`src/rtl/cell_cluster_pkg.sv`:
```
`default_nettype none

package cell_cluster_pkg;

  // register byte offsets on the APB slave
  localparam logic [11:0] OFS_CTRL   = 12'h000;
  localparam logic [11:0] OFS_STATUS = 12'h004;
  localparam logic [11:0] OFS_CELL0  = 12'h040;

  // cluster sizing and control signal budget
  localparam int CELLS_MAX        = 16;
  localparam int CTRL_SIGNALS_MAX = 8;
  localparam int NONGLOBAL_MAX    = 4;

  // cell configuration word fields
  localparam int F_LUT       = 0;
  localparam int F_ARITH     = 16;
  localparam int F_FF_TYPE   = 17;
  localparam int F_PACK      = 19;
  localparam int F_FEEDBACK  = 20;
  localparam int F_CIN_SEL   = 21;
  localparam int F_CLK_SEL   = 22;
  localparam int F_CLR_SEL   = 23;
  localparam int F_CLR_EN    = 24;
  localparam int F_PRESET    = 25;
  localparam int F_CHAIN_SEL = 26;
  localparam int F_OUT_SEL   = 27;

  // cluster control word fields
  localparam int C_RESET_EN = 0;
  localparam int C_EDGE_A   = 1;
  localparam int C_EDGE_B   = 2;
  localparam int C_USED     = 8;
  localparam int C_GLOBAL   = 16;

  // control signal slots inside the used and global masks
  localparam int CS_CLK_A = 0;
  localparam int CS_CLK_B = 1;
  localparam int CS_ENA_A = 2;
  localparam int CS_ENA_B = 3;
  localparam int CS_CLR_A = 4;
  localparam int CS_CLR_B = 5;
  localparam int CS_SCLR  = 6;
  localparam int CS_SLOAD = 7;

  // synchronised pin slots
  localparam int PINS    = 5;
  localparam int P_CLK_A = 0;
  localparam int P_CLK_B = 1;
  localparam int P_CLR_A = 2;
  localparam int P_CLR_B = 3;
  localparam int P_RST_N = 4;

  // reset values
  localparam logic [31:0] CTRL_RESET = 32'h00FF_FF01;
  localparam logic [31:0] CELL_RESET = 32'h0000_0000;
  localparam logic [4:0]  PIN_RESET  = 5'h10;

  // flip-flop personalities
  typedef enum logic [1:0]
  {
    FF_D  = 2'h0,
    FF_T  = 2'h1,
    FF_JK = 2'h2,
    FF_SR = 2'h3
  } ff_type_t;

endpackage

`default_nettype wire
```
`src/rtl/cell_cluster.sv`:
```
`timescale 1ns/1ps
`default_nettype none

// Summary of operation
// - cluster holds sixteen cells sharing cluster resources
// - six cell inputs: four data, carry, chain
// - three outputs: two routing, one local
// - packing: table and register drive outputs independently
// - synchronous load refused for packing cells
// - register chain feeds next cell's flip-flop
// - flip-flop acts as D, T, JK or SR
// - flip-flop has clock, clear, clock enable
// - combinational use bypasses the flip-flop
// - feedback returns register output into own table
// - normal mode: table with carry or fourth input
// - arithmetic mode: full adder with carry propagation
// - carry ripples serially, continues to next cluster
// - two clocks, enables, clears, sync clear, load
// - each clock paired with its own enable
// - both edges need both clock resources
// - enable low holds flip-flops on that clock
// - sync clear hits every flip-flop, load every one except in packing cells
// - eight control signals, at most four non-global
// - no preset line; preset by inverting around clear
// - enabled chip reset clears all, overrides everything
module cell_cluster #(
  parameter int N_CELLS = 16
) (
  // clock and reset
  input  wire logic                i_clk,
  input  wire logic                i_rst,
  // apb slave
  input  wire logic                i_psel,
  input  wire logic                i_penable,
  input  wire logic                i_pwrite,
  input  wire logic [11:0]         i_paddr,
  input  wire logic [31:0]         i_pwdata,
  output logic                     o_pready,
  output logic [31:0]              o_prdata,
  output logic                     o_pslverr,
  // cluster-wide control pins
  input  wire logic                i_cluster_clock_a,
  input  wire logic                i_cluster_clock_b,
  input  wire logic                i_cluster_clock_enable_a,
  input  wire logic                i_cluster_clock_enable_b,
  input  wire logic                i_cluster_async_clear_a,
  input  wire logic                i_cluster_async_clear_b,
  input  wire logic                i_sync_clear,
  input  wire logic                i_sync_load,
  input  wire logic                i_chip_wide_reset_n,
  // per-cell data from local interconnect
  input  wire logic [N_CELLS-1:0]  i_data0,
  input  wire logic [N_CELLS-1:0]  i_data1,
  input  wire logic [N_CELLS-1:0]  i_data2,
  input  wire logic [N_CELLS-1:0]  i_fourth_data_input,
  // chains from the cluster below
  input  wire logic                i_carry_in,
  input  wire logic                i_reg_chain_in,
  // per-cell routing outputs
  output logic [N_CELLS-1:0]       o_route_a,
  output logic [N_CELLS-1:0]       o_route_b,
  output logic [N_CELLS-1:0]       o_local,
  // chains to the cluster above
  output logic                     o_carry_out,
  output logic                     o_reg_chain_out
);

  // refuse cluster sizes the address map cannot hold
  // sixteen cell ceiling
  if (N_CELLS < 1 || N_CELLS > cell_cluster_pkg::CELLS_MAX)
  begin : g_size_check
    $error("N_CELLS must lie between 1 and 16");
  end

  // count ones in a control signal mask
  function automatic logic [3:0] count_ones(input logic [7:0] v);
    logic [3:0] n;
    n = 4'h0;
    for (int i = 0; i < 8; i++)
    begin
      n = n + {3'h0, v[i]};
    end
    return n;
  endfunction

  // next value of one flip-flop for its configured personality
  function automatic logic ff_next(
    input cell_cluster_pkg::ff_type_t t,
    input logic q,
    input logic d,
    input logic aux
  );
    logic r;
    r = d;
    case (t)
      cell_cluster_pkg::FF_D:  r = d;
      cell_cluster_pkg::FF_T:  r = q ^ d;
      cell_cluster_pkg::FF_JK: r = (d & ~q) | (~aux & q);
      cell_cluster_pkg::FF_SR: r = d | (~aux & q);
      default:                 r = d;
    endcase
    return r;
  endfunction

  // configuration state
  logic [31:0]        ctrl;
  logic [31:0]        cell_cfg [N_CELLS];
  logic [N_CELLS-1:0] state;
  logic [N_CELLS-1:0] next_state;

  // per-cell views built in the generate loop
  logic [N_CELLS-1:0] q_vec;
  logic [N_CELLS-1:0] carry;
  logic [N_CELLS-1:0] pack_vec;

  // pin synchroniser stages and filtered levels
  logic [cell_cluster_pkg::PINS-1:0] sync1;
  logic [cell_cluster_pkg::PINS-1:0] sync2;
  logic [cell_cluster_pkg::PINS-1:0] sync3;
  logic [cell_cluster_pkg::PINS-1:0] pin_lvl;
  logic [cell_cluster_pkg::PINS-1:0] next_pin_lvl;

  wire [cell_cluster_pkg::PINS-1:0] pin_raw =
  {
    i_chip_wide_reset_n,
    i_cluster_async_clear_b,
    i_cluster_async_clear_a,
    i_cluster_clock_b,
    i_cluster_clock_a
  };

  // three flops per pin; the first is read only by the second
  always_ff @(posedge i_clk or posedge i_rst)
  begin
    if (i_rst)
    begin
      sync1   <= cell_cluster_pkg::PIN_RESET;
      sync2   <= cell_cluster_pkg::PIN_RESET;
      sync3   <= cell_cluster_pkg::PIN_RESET;
      pin_lvl <= cell_cluster_pkg::PIN_RESET;
    end
    else
    begin
      sync1   <= pin_raw;
      sync2   <= sync1;
      sync3   <= sync2;
      pin_lvl <= next_pin_lvl;
    end
  end

  // a level change counts only once stages two and three agree,
  // which rejects a single-sample glitch on a slow pin
  wire [cell_cluster_pkg::PINS-1:0] agree = ~(sync2 ^ sync3);
  wire [cell_cluster_pkg::PINS-1:0] rise  = agree & sync2 & ~pin_lvl;
  wire [cell_cluster_pkg::PINS-1:0] fall  = agree & ~sync2 & pin_lvl;
  assign next_pin_lvl = (agree & sync2) | (~agree & pin_lvl);

  // control signals gated by the usage mask
  // the global mask only matters when a control word is written
  wire [7:0] used   = ctrl[cell_cluster_pkg::C_USED +: 8];

  wire edge_a = used[cell_cluster_pkg::CS_CLK_A] &
    (ctrl[cell_cluster_pkg::C_EDGE_A] ?
     fall[cell_cluster_pkg::P_CLK_A] : rise[cell_cluster_pkg::P_CLK_A]);
  wire edge_b = used[cell_cluster_pkg::CS_CLK_B] &
    (ctrl[cell_cluster_pkg::C_EDGE_B] ?
     fall[cell_cluster_pkg::P_CLK_B] : rise[cell_cluster_pkg::P_CLK_B]);

  // enable a goes with clock a, b with b
  wire ena_a = ~used[cell_cluster_pkg::CS_ENA_A] |
    i_cluster_clock_enable_a;
  wire ena_b = ~used[cell_cluster_pkg::CS_ENA_B] |
    i_cluster_clock_enable_b;
  wire tick_a = edge_a & ena_a;
  wire tick_b = edge_b & ena_b;

  // async clears follow the filtered pin level, not the clock
  wire clr_a = used[cell_cluster_pkg::CS_CLR_A] &
    pin_lvl[cell_cluster_pkg::P_CLR_A];
  wire clr_b = used[cell_cluster_pkg::CS_CLR_B] &
    pin_lvl[cell_cluster_pkg::P_CLR_B];

  wire sclr  = used[cell_cluster_pkg::CS_SCLR] & i_sync_clear;
  wire sload = used[cell_cluster_pkg::CS_SLOAD] & i_sync_load;

  // chip reset only when its option is set
  wire chip_rst = ctrl[cell_cluster_pkg::C_RESET_EN] &
    ~pin_lvl[cell_cluster_pkg::P_RST_N];

  // the sixteen logic cells
  for (genvar k = 0; k < N_CELLS; k++)
  begin : g_cell
    wire [31:0] cfg = cell_cfg[k];
    wire arith   = cfg[cell_cluster_pkg::F_ARITH];
    wire pack    = cfg[cell_cluster_pkg::F_PACK];
    wire fb      = cfg[cell_cluster_pkg::F_FEEDBACK];
    wire preset  = cfg[cell_cluster_pkg::F_PRESET];
    wire [2:0] osel = cfg[cell_cluster_pkg::F_OUT_SEL +: 3];

    // stored bit is inverted under preset
    wire q = state[k] ^ preset;

    // carry-in and chain from the cell below
    wire cin;
    wire chain_in;
    if (k == 0)
    begin : g_head
      assign cin      = i_carry_in;
      assign chain_in = i_reg_chain_in;
    end
    else
    begin : g_link
      // cell zero has no lower neighbour, so no index below zero is built
      assign cin      = carry[k-1];
      assign chain_in = q_vec[k-1];
    end

    wire d2 = fb ? q : i_data2[k];
    // carry or fourth input into the table
    wire in3 = cfg[cell_cluster_pkg::F_CIN_SEL] ?
      cin : i_fourth_data_input[k];
    wire [3:0] idx = {in3, d2, i_data1[k], i_data0[k]};
    wire lut = cfg[cell_cluster_pkg::F_LUT + 32'(idx)];

    // full adder, feedback makes an accumulator
    wire add_a = fb ? q : i_data0[k];
    wire add_b = i_data1[k];
    wire sum   = add_a ^ add_b ^ cin;
    wire cout  = (add_a & add_b) | (cin & (add_a ^ add_b));
    wire comb  = arith ? sum : lut;

    // normal cells pass the carry so a chain may cross them
    assign carry[k] = arith ? cout : cin;

    // packed register takes the fourth input directly
    wire d_src = cfg[cell_cluster_pkg::F_CHAIN_SEL] ? chain_in :
      (pack ? i_fourth_data_input[k] : comb);

    wire d_next = ff_next(
      cell_cluster_pkg::ff_type_t'(cfg[cell_cluster_pkg::F_FF_TYPE +: 2]),
      q, d_src, i_data2[k]);

    wire tick = cfg[cell_cluster_pkg::F_CLK_SEL] ? tick_b : tick_a;
    wire aclr = cfg[cell_cluster_pkg::F_CLR_EN] &
      (cfg[cell_cluster_pkg::F_CLR_SEL] ? clr_b : clr_a);

    // load never reaches a packing cell
    wire load_k = sload & ~pack;

    wire q_sync = sclr ? 1'b0 :
      (load_k ? i_fourth_data_input[k] : d_next);

    // chip reset and async clear beat any edge
    assign next_state[k] = (chip_rst | aclr) ? 1'b0 :
      (tick ? (q_sync ^ preset) : state[k]);

    assign q_vec[k]    = q;
    assign pack_vec[k] = pack;

    // two routing outputs and one local
    // a clear select bit bypasses the flip-flop
    assign o_route_a[k] = osel[0] ? q : comb;
    assign o_route_b[k] = osel[1] ? q : comb;
    assign o_local[k]   = osel[2] ? q : comb;
  end

  // cell flip-flops all advance on the one system clock
  always_ff @(posedge i_clk or posedge i_rst)
  begin
    if (i_rst)
    begin
      state <= '0;
    end
    else
    begin
      state <= next_state;
    end
  end

  // chain ends toward the cluster above
  assign o_carry_out     = carry[N_CELLS-1];
  assign o_reg_chain_out = q_vec[N_CELLS-1];

  // apb phase decode
  wire setup  = i_psel & ~i_penable;
  wire access = i_psel & i_penable;

  wire hit_ctrl   = (i_paddr == cell_cluster_pkg::OFS_CTRL);
  wire hit_status = (i_paddr == cell_cluster_pkg::OFS_STATUS);
  wire [3:0] cell_idx = i_paddr[5:2];
  wire hit_cell = (i_paddr[11:6] == cell_cluster_pkg::OFS_CELL0[11:6]) &&
    (i_paddr[1:0] == 2'h0) && (32'(cell_idx) < N_CELLS);

  wire [7:0] wr_used   = i_pwdata[cell_cluster_pkg::C_USED +: 8];
  wire [7:0] wr_global = i_pwdata[cell_cluster_pkg::C_GLOBAL +: 8];
  wire over_budget = count_ones(wr_used & ~wr_global) >
    4'(cell_cluster_pkg::NONGLOBAL_MAX);

  // packing and load may not coexist
  wire ctrl_bad = over_budget |
    (wr_used[cell_cluster_pkg::CS_SLOAD] & (|pack_vec));
  wire cell_bad = i_pwdata[cell_cluster_pkg::F_PACK] &
    used[cell_cluster_pkg::CS_SLOAD];

  // a refused write leaves every register untouched
  wire req_err = ~(hit_ctrl | hit_status | hit_cell) |
    (i_pwrite & hit_status) |
    (i_pwrite & hit_ctrl & ctrl_bad) |
    (i_pwrite & hit_cell & cell_bad);

  // read selection; status shows cell register bits and pin levels
  wire [31:0] status_word = {11'h000, pin_lvl, 16'(q_vec)};
  wire [31:0] read_word = hit_ctrl ? ctrl :
    hit_status ? status_word :
    hit_cell ? cell_cfg[cell_idx] : 32'h0000_0000;

  // zero-wait slave: answer prepared in setup, ready in access
  assign o_pready = access;

  // read data and error are latched while the master sets up
  always_ff @(posedge i_clk or posedge i_rst)
  begin
    if (i_rst)
    begin
      o_prdata  <= 32'h0000_0000;
      o_pslverr <= 1'b0;
    end
    else if (setup)
    begin
      o_prdata  <= i_pwrite ? 32'h0000_0000 : read_word;
      o_pslverr <= req_err;
    end
  end

  wire do_write = access & i_pwrite & ~o_pslverr;

  // cluster control register
  always_ff @(posedge i_clk or posedge i_rst)
  begin
    if (i_rst)
    begin
      ctrl <= cell_cluster_pkg::CTRL_RESET;
    end
    else if (do_write && hit_ctrl)
    begin
      ctrl <= i_pwdata;
    end
  end

  // per-cell configuration words
  always_ff @(posedge i_clk or posedge i_rst)
  begin
    if (i_rst)
    begin
      for (int i = 0; i < N_CELLS; i++)
      begin
        cell_cfg[i] <= cell_cluster_pkg::CELL_RESET;
      end
    end
    else if (do_write && hit_cell)
    begin
      cell_cfg[cell_idx] <= i_pwdata;
    end
  end

endmodule

`default_nettype wire

```
`config.mk`:
```
export PLATFORM = sky130hd
export DESIGN_NAME = cell_cluster
export DESIGN_NICKNAME = d
export VERILOG_FILES = /design/src/rtl/cell_cluster_pkg.sv /design/src/rtl/cell_cluster.sv
export SDC_FILE = /design/constraint.sdc
export NUM_CORES = 2
export LEC_CHECK = 0
export BUFFER_PORTS_ARGS = -buffer_cell sky130_fd_sc_hd__buf_2
export CORE_ASPECT_RATIO = 0.5
export CORE_MARGIN = 1.5
export CORE_UTILIZATION = 35
export CTS_CLUSTER_DIAMETER = 50
export DETAILED_ROUTE_END_ITERATION = 16
export PLACE_DENSITY_LB_ADDON = 0.1
export SYNTH_ARGS = -nofsm -noshare
export SYNTH_HDL_FRONTEND = slang
export SYNTH_SLANG_ARGS = --single-unit
```
`constraint.sdc`:
```
create_clock -name i_clk -period 19.6 [get_ports i_clk]
set_input_delay 1.96 -clock i_clk [delete_from_list [all_inputs] [get_ports i_clk]]
set_output_delay 1.96 -clock i_clk [all_outputs]
set_load 0.1 [all_outputs]
```
## Yosys cells after proc, flatten, opt, wreduce, memory -nomap -nowiden

Cells that the tools add are included.

| storage, ports and cells | value |
|---|---|
| register bits after elaboration | 613 |
| input bits | 124 |
| logic and storage cells | 806 |

| operators by class | value |
|---|---|
| add/sub/neg operators | 7 |
| $lt $le $gt $ge | 19 |
| eq/ne operators | 50 |
| muxes and demuxes | 316 |
| bitwise logic cells | 336 |
| reductions and logical operators | 39 |

Operator list:

| operator | count |
|---|---|
| bitwise mux 512 bit | 1 |
| two-way mux 1 bit | 274 |
| two-way mux 32 bit | 7 |
| binary-select mux 32 bit (select 4 bit) | 1 |
| demux 32 bit (select 4 bit) | 1 |
| bitwise AND 1 bit | 116 |
| < comparator 4 x 6 -> 1 bit, second input constant | 16 |
| bitwise XOR 1 bit | 80 |
| OR 1 bit | 72 |
| binary-select mux 1 bit (select 4 bit) | 16 |
| equality test 2 bit, second input constant | 32 |
| one-hot mux 1 bit (4 select lines) | 16 |
| inverter 1 bit | 54 |
| zero test 2 bit | 17 |
| equality test 2 x 1 -> 1 bit, second input constant | 16 |
| nonzero test 2 bit | 16 |
| adder 4 x 1 -> 4 bit | 4 |
| OR reduction 16 bit | 1 |
| equality test 12 x 3 -> 1 bit, second input constant | 1 |
| zero test 12 bit | 1 |
| bitwise AND 5 bit | 2 |
| inverter 5 bit | 2 |
| bitwise AND 8 bit | 1 |
| inverter 8 bit | 1 |
| other kinds (13) | 19 |

## Longest topological paths before layout

| logic depth | value |
|---|---|
| word-level depth | 62 |
| depth in mapped cells | 73 |
| mapped depth without buffers | 73 |

## Worst setup path before layout

OpenSTA, ideal clock, no wires.

| path | value |
|---|---|
| kind | in2out |
| start point | input i_data0[0] |
| end point | output o_local[15] |
| arrival | 15.500 ns |
| data required time | 17.640 ns |
| setup slack | 2.140 ns |
| stages | 65 |
| buffers on the path | 0 |
| path through | nor2_1 a21oi_1 fa_1 mux2_4 fa_1 nand2b_1 o21a_1 fa_1 nand2_1 nand2_1 fa_1 nand2b_1 o41a_4 and2_2 fa_1 nand2_1 nand2_1 fa_1 [29 not listed] fa_1 nand2_1 o21ai_0 fa_1 nand2_1 o31ai_1 inv_1 nor2_1 fa_1 nand2_1 o31ai_1 fa_1 nor2_1 a21oi_1 a21boi_0 or2_2 nor2_1 a21oi_1 |

| on the way | value |
|---|---|
| word-level cells in the longest chain between the ends | 52 |
| elaborated cells on any way between the ends | 54 |

Ends and longest elaborated chain:

| item | RTL line | RTL |
|---|---|---|
| start: declaration | cell_cluster.sv:52 | `input wire logic [N_CELLS-1:0] i_data0,` |
| two-way mux 1 bit (*) | cell_cluster.sv:226 | `wire add_a = fb ? q : i_data0[k];` |
| bitwise XOR 1 bit | cell_cluster.sv:229 | `wire cout = (add_a & add_b) \| (cin & (add_a ^ add_b));` |
| bitwise AND 1 bit | cell_cluster.sv:229 |  |
| OR 1 bit (*) | cell_cluster.sv:229 |  |
| two-way mux 1 bit (*) | cell_cluster.sv:233 | `assign carry[k] = arith ? cout : cin;` |
| bitwise AND 1 bit | cell_cluster.sv:229 |  |
| OR 1 bit | cell_cluster.sv:229 |  |
| two-way mux 1 bit (*) | cell_cluster.sv:233 |  |
| [36 not listed] | -- |  |
| bitwise AND 1 bit | cell_cluster.sv:229 |  |
| OR 1 bit | cell_cluster.sv:229 |  |
| two-way mux 1 bit (*) | cell_cluster.sv:233 |  |
| two-way mux 1 bit | cell_cluster.sv:220 | `wire in3 = cfg[cell_cluster_pkg::F_CIN_SEL] ?` |
| binary-select mux 1 bit (select 4 bit) | cell_cluster.sv:223 | `wire lut = cfg[cell_cluster_pkg::F_LUT + 32'(idx)];` |
| two-way mux 1 bit (implied by the code) | cell_cluster.sv:223 |  |
| two-way mux 1 bit (*) | cell_cluster.sv:230 | `wire comb = arith ? sum : lut;` |
| two-way mux 1 bit (*) | cell_cluster.sv:264 | `assign o_local[k] = osel[2] ? q : comb;` |
| end: declaration | cell_cluster.sv:62 | `output logic [N_CELLS-1:0] o_local,` |

Mark *: on every way between the ends. The rest lies on a longest branch, timed or not. The select of a mux whose other input is x is not followed.

## Worst setup path after layout

Ends and elaborated chain as after synthesis.

==> results.txt <==
----------------------------------------------------
[Clocking]
  Number of buffers inserted by hold repair at cts ... 0
  Clock buffer count from CTS ... 68
  Number of buffers on the longest clock path ... 3
  Number of levels the H-tree was split into ... 3
  Clk Tree Root Cell ... clkbuf_16
  TritonCTS clock tree ... built
  Number of sinks handled by clock tree synthesis ... ~600
  Clock-pin transition on the worst setup and hold timing paths ... approximately 50 ps
  Post-CTS Setup Repair Bufs ... 0
  Clock latency on the worst-skew pair ... 660 ps

[Setup path]
  Critical path fanouts, max ... 8
  WS Path Type ... input port to output port
  Flop-to-flop setup slack ... 3050 ps
  Reg2Reg Capture Point ... state[15]
  Kind of end point of the critical path ... output port
  Startpoint kind of the worst setup timing path ... input port
  Critical path data required time ... around 18,000 ps
  Critical path arrival ... around 17,000 ps
  Beginning of the critical path ... i_data0[0]
  Critical Path Sink ... o_local[15]
  Most Frequent Cell on Critical Path ... fa_1
  Length in cells of the worst reg-to-reg path ... 73
  Origin of the critical flop-to-flop path ... g_cell[0].cfg[25]
  Cell at the slowest stage of the critical path ... fa_1
  Delay of the slowest critical-path stage ... 500 ps

[Global routing]
  Overall global routing resource usage ... around 26%
  Maximum number of pins on one net before global-route repair ... between 150 and 200
  Wire length of the first global-routing pass ... about 180 mm
  Total global routing overflow ... 0
  Initial antenna violation count ... 5
  Number of global-route vias before repair ... between 20,000 and 25,000

[Detailed routing]
  Overall routed net length ... about 130 mm
  Total via count after detailed routing ... 24,000
  Number of design-rule violations left by the first detailed-router iteration ... ~2,300
  Average routed wire per standard cell ... 31.0 um
  Antenna viol nets, final ... 0
  Via density per instance ... 5.86
  Final routed DRC violation total ... 0
  Initial DRT Pass Iterations ... 6

[Synthesis]
  Average size of a mapped cell ... between 10 and 15 um2
  Share of synthesized cell area in full adder, half adder and majority cells ... around 2.1%
  EDFF count, synth ... 0
  Simple-gate portion of the synthesized area ... ~6%
  Leading register cell type out of synthesis ... dfrtp_1
  Synth warnings ... 0
  Area of the mapped netlist ... between 30,000 and 40,000 um2
  Share of the yosys chip area belonging to registers ... a little under half
  Share of synthesized registers carrying an async set or reset ... 100%
  Post-synthesis cell type count ... between 70 and 80
  Combinational family with the most area after synthesis ... multiplexers
  Share of the synthesized netlist area taken by xor and xnor gates ... less than 1%
  Number of nets in the synthesized netlist ... around 2,800
  Share of the synthesized area in compound gates (AO/OA/AOI/OAI) ... under 10%
  Post-synthesis register bit count ... 613
  Synthesized instance count ... 2,631
  Mux share of post-synthesis cell area ... between 30% and 40%

[STA]
  Setup clock skew after layout ... between 20 and 30 ps
  Number of failing hold endpoints at the final stage ... 0
  Number of failing setup endpoints in the final timing report ... 0
  Final min period ... roughly 19,000 ps
  Final worst path period share ... roughly 95%
  Worst Hold Slack ... roughly 350 ps
  Fmax achieved ... between 50 and 60 MHz
  Worst Tran Pin Value ... 1220 ps
  RSZ-0062 raised after global routing ... false
  Total negative setup slack ... 0 ps
  Number of pins with negative max-slew slack in the final report ... 0
  Final worst-path setup slack ... about 910 ps
  Slew margin rel. ... 18.4%

[Floorplanning]
  Die Outline Area ... 98,600 um2
  Height of the die ... 223 um
  Effective utilization at floorplan ... 35.4%
  Io pins ... between 200 and 250
  Number of placement rows ... 80
  Die Wd ... around 440 um
  Standard cell core area ... around 95,000 um2

[Worst hold path]
  Hold/Removal Path Class ... flip-flop to flip-flop

[Placement]
  Final GP Congestion ... 0.921
  Placed standard-cell area ... approximately 36,000 um2
  Setup WS pre-CTS ... around 900 ps
  I/O Buffers ... between 200 and 250
  Instance count after placement with tap cells included ... just under 4,000
  Placed wire-length estimate after detailed placement ... between 90 and 100 mm

[Cells and area]
  Final cell count without fillers ... a little over 4,000
  Area growth syn-to-layout ... 14.1%
  Net count, final ... a little under 3,000
  Fraction of final layout cells with drive strength greater than 1 ... around two fifths
  Highest-count cells in the layout ignoring fill and taps ... dfrtp_1 (592), mux2_2 (528), mux4_2 (221)
  Final-layout fill cell count ... ~9,000
  Final standard cell area without fillers ... slightly below 40,000 um2
  Multi-input gate area ... between 15,000 and 20,000 um2
  Commonest non-fill, non-tap cell in the layout ... dfrtp_1
  Register Area ... 15,400 um2

[Pwr]
  Sequential share of power ... 43.9%
  Leakage power of the design ... 17.8 nW
  Max VDD drop ... 0.0000583 V
  Internal Dissipation ... approximately 2.1 mW
  Total power divided by cell area ... 75.2 nW/um2
  Portion of total power attributed to combinational logic ... under 10%
  Sw power ... around 790 uW
  Switch share ... between 20% and 30%
  Clock network fraction of total power ... about 47%

[Run status]
  Result of the run ... complete, no violations

[Run]
  Max-cap check violation count ... 0

----------------------------------------------------
-- flip-flops by register name (all words and copies together) (netlist names), named ones only --
register,flops
g_cell.cfg,512
ctrl,32
o_prdata,32
state,16
sync1,5
sync2,5
sync3,5
o_pslverr,1
-- cell type report --
type                    count  share of cell area, %
diodes                      3                 0.0195
clock buffers              99                   5.27
clock inverters            20                  0.661
inverters                  78                  0.785
multi-input cells        1759                   45.6
flip-flops and latches    613                   39.8
well taps                1271                   4.12
repair buffers            257                   3.74
-- synth_stat cells (all sizes together) (7+ instances only) --
library cell  number  area [um2]
nand2            150         563
a22oi             13        97.6
dfrtp            592       14800
buf               26         100
a222oi            22         220
mux2             529        5960
xnor2              8        70.1
nor4              12        81.3
mux4             222        5000
a21oi            104         524
ha                23         288
nor2             129         484
nand2b            18         113
o211a              8        80.1
inv               78         295
clkbuf           155         583
o211ai            19         143
xor2              23         201
nor2b             18         113
o21ai            136         681
nand3             12        60.1
a31oi             19         119
nor3b             10        75.1
a211oi            18         145
nor3              24         120
mux2i             79         791
dfstp             21         552
or3               11        68.8
or2               10        62.6
fa                20         400
o2111ai            8        70.1
o31ai             11        82.6
o21a               7        53.8
o22ai              7        43.8
a21o               8        60.1
and2              12        76.3
-- through the flow --
| stage | util [%] | total power [mW] |
|---|---|---|
| 3_3_place_gp | 38.0 | 1.57 |
| 5_1_grt | 40.4 | 3.00 |
| 3_5_place_dp | 38.0 | 1.57 |
| 2_1_floorplan | - | 1.47 |
| 6_report | 40.4 | 2.90 |
| 4_1_cts | 40.4 | 2.93 |
-- critical path, delay by kind of cell --
kind	cells	cell delay, ps
AO/OA/AOI/OAI	20	3610
adder cells (fa/ha/maj)	16	6400
buffers and inverters	6	1050
multiplexers	1	320
AND/OR/NAND/NOR	24	3360
-- how the worst min path moves through the flow --
stage              from  endpoint  slack, ps  cells after the start
2_1_floorplan  sync1[0]  sync2[0]        330                      0
3_3_place_gp   sync1[3]  sync2[3]        330                      0
3_5_place_dp   sync1[3]  sync2[3]        340                      0
4_1_cts        sync1[3]  sync2[3]        350                      0
5_1_grt        sync1[3]  sync2[3]        360                      0
6_report       sync1[3]  sync2[3]        350                      0
-- cell families after synthesis --
kind of cell,after synthesis
AO/OA/AOI/OAI,419
flip-flops,613
AND/OR/NAND/NOR,433
buffers and inverters,259
adder cells (fa/ha/maj),46
XOR/XNOR,31
multiplexers,830
-- what timing repair did --
| item | CTS | global route |
|---|---|---|
| resized for setup | 0 | 2 |
| endpoints found under the hold margin | 0 | 0 |
| setup endpoints to repair | 0 | 1 |
-- power by group through the flow --
stage / Sequential (mW) / Combinational (mW) / Clock [mW]
3_5_place_dp: 1.30 / 0.269 / 0
2_1_floorplan: 1.30 / 0.168 / 0
3_3_place_gp: 1.30 / 0.268 / 0
5_1_grt: 1.27 / 0.285 / 1.44
4_1_cts: 1.27 / 0.270 / 1.39
6_report: 1.27 / 0.268 / 1.36
-- routing by layer --
metal	vias up	global-route usage [%]	wire length, um
li1	10200	-	-
met1	12900	40.2	62000
met2	810	37.0	54500
met3	119	4.40	8120
met4	0	5.97	2720
met5	-	0	0
No activity file was read; power rests on OpenSTA's default activity.
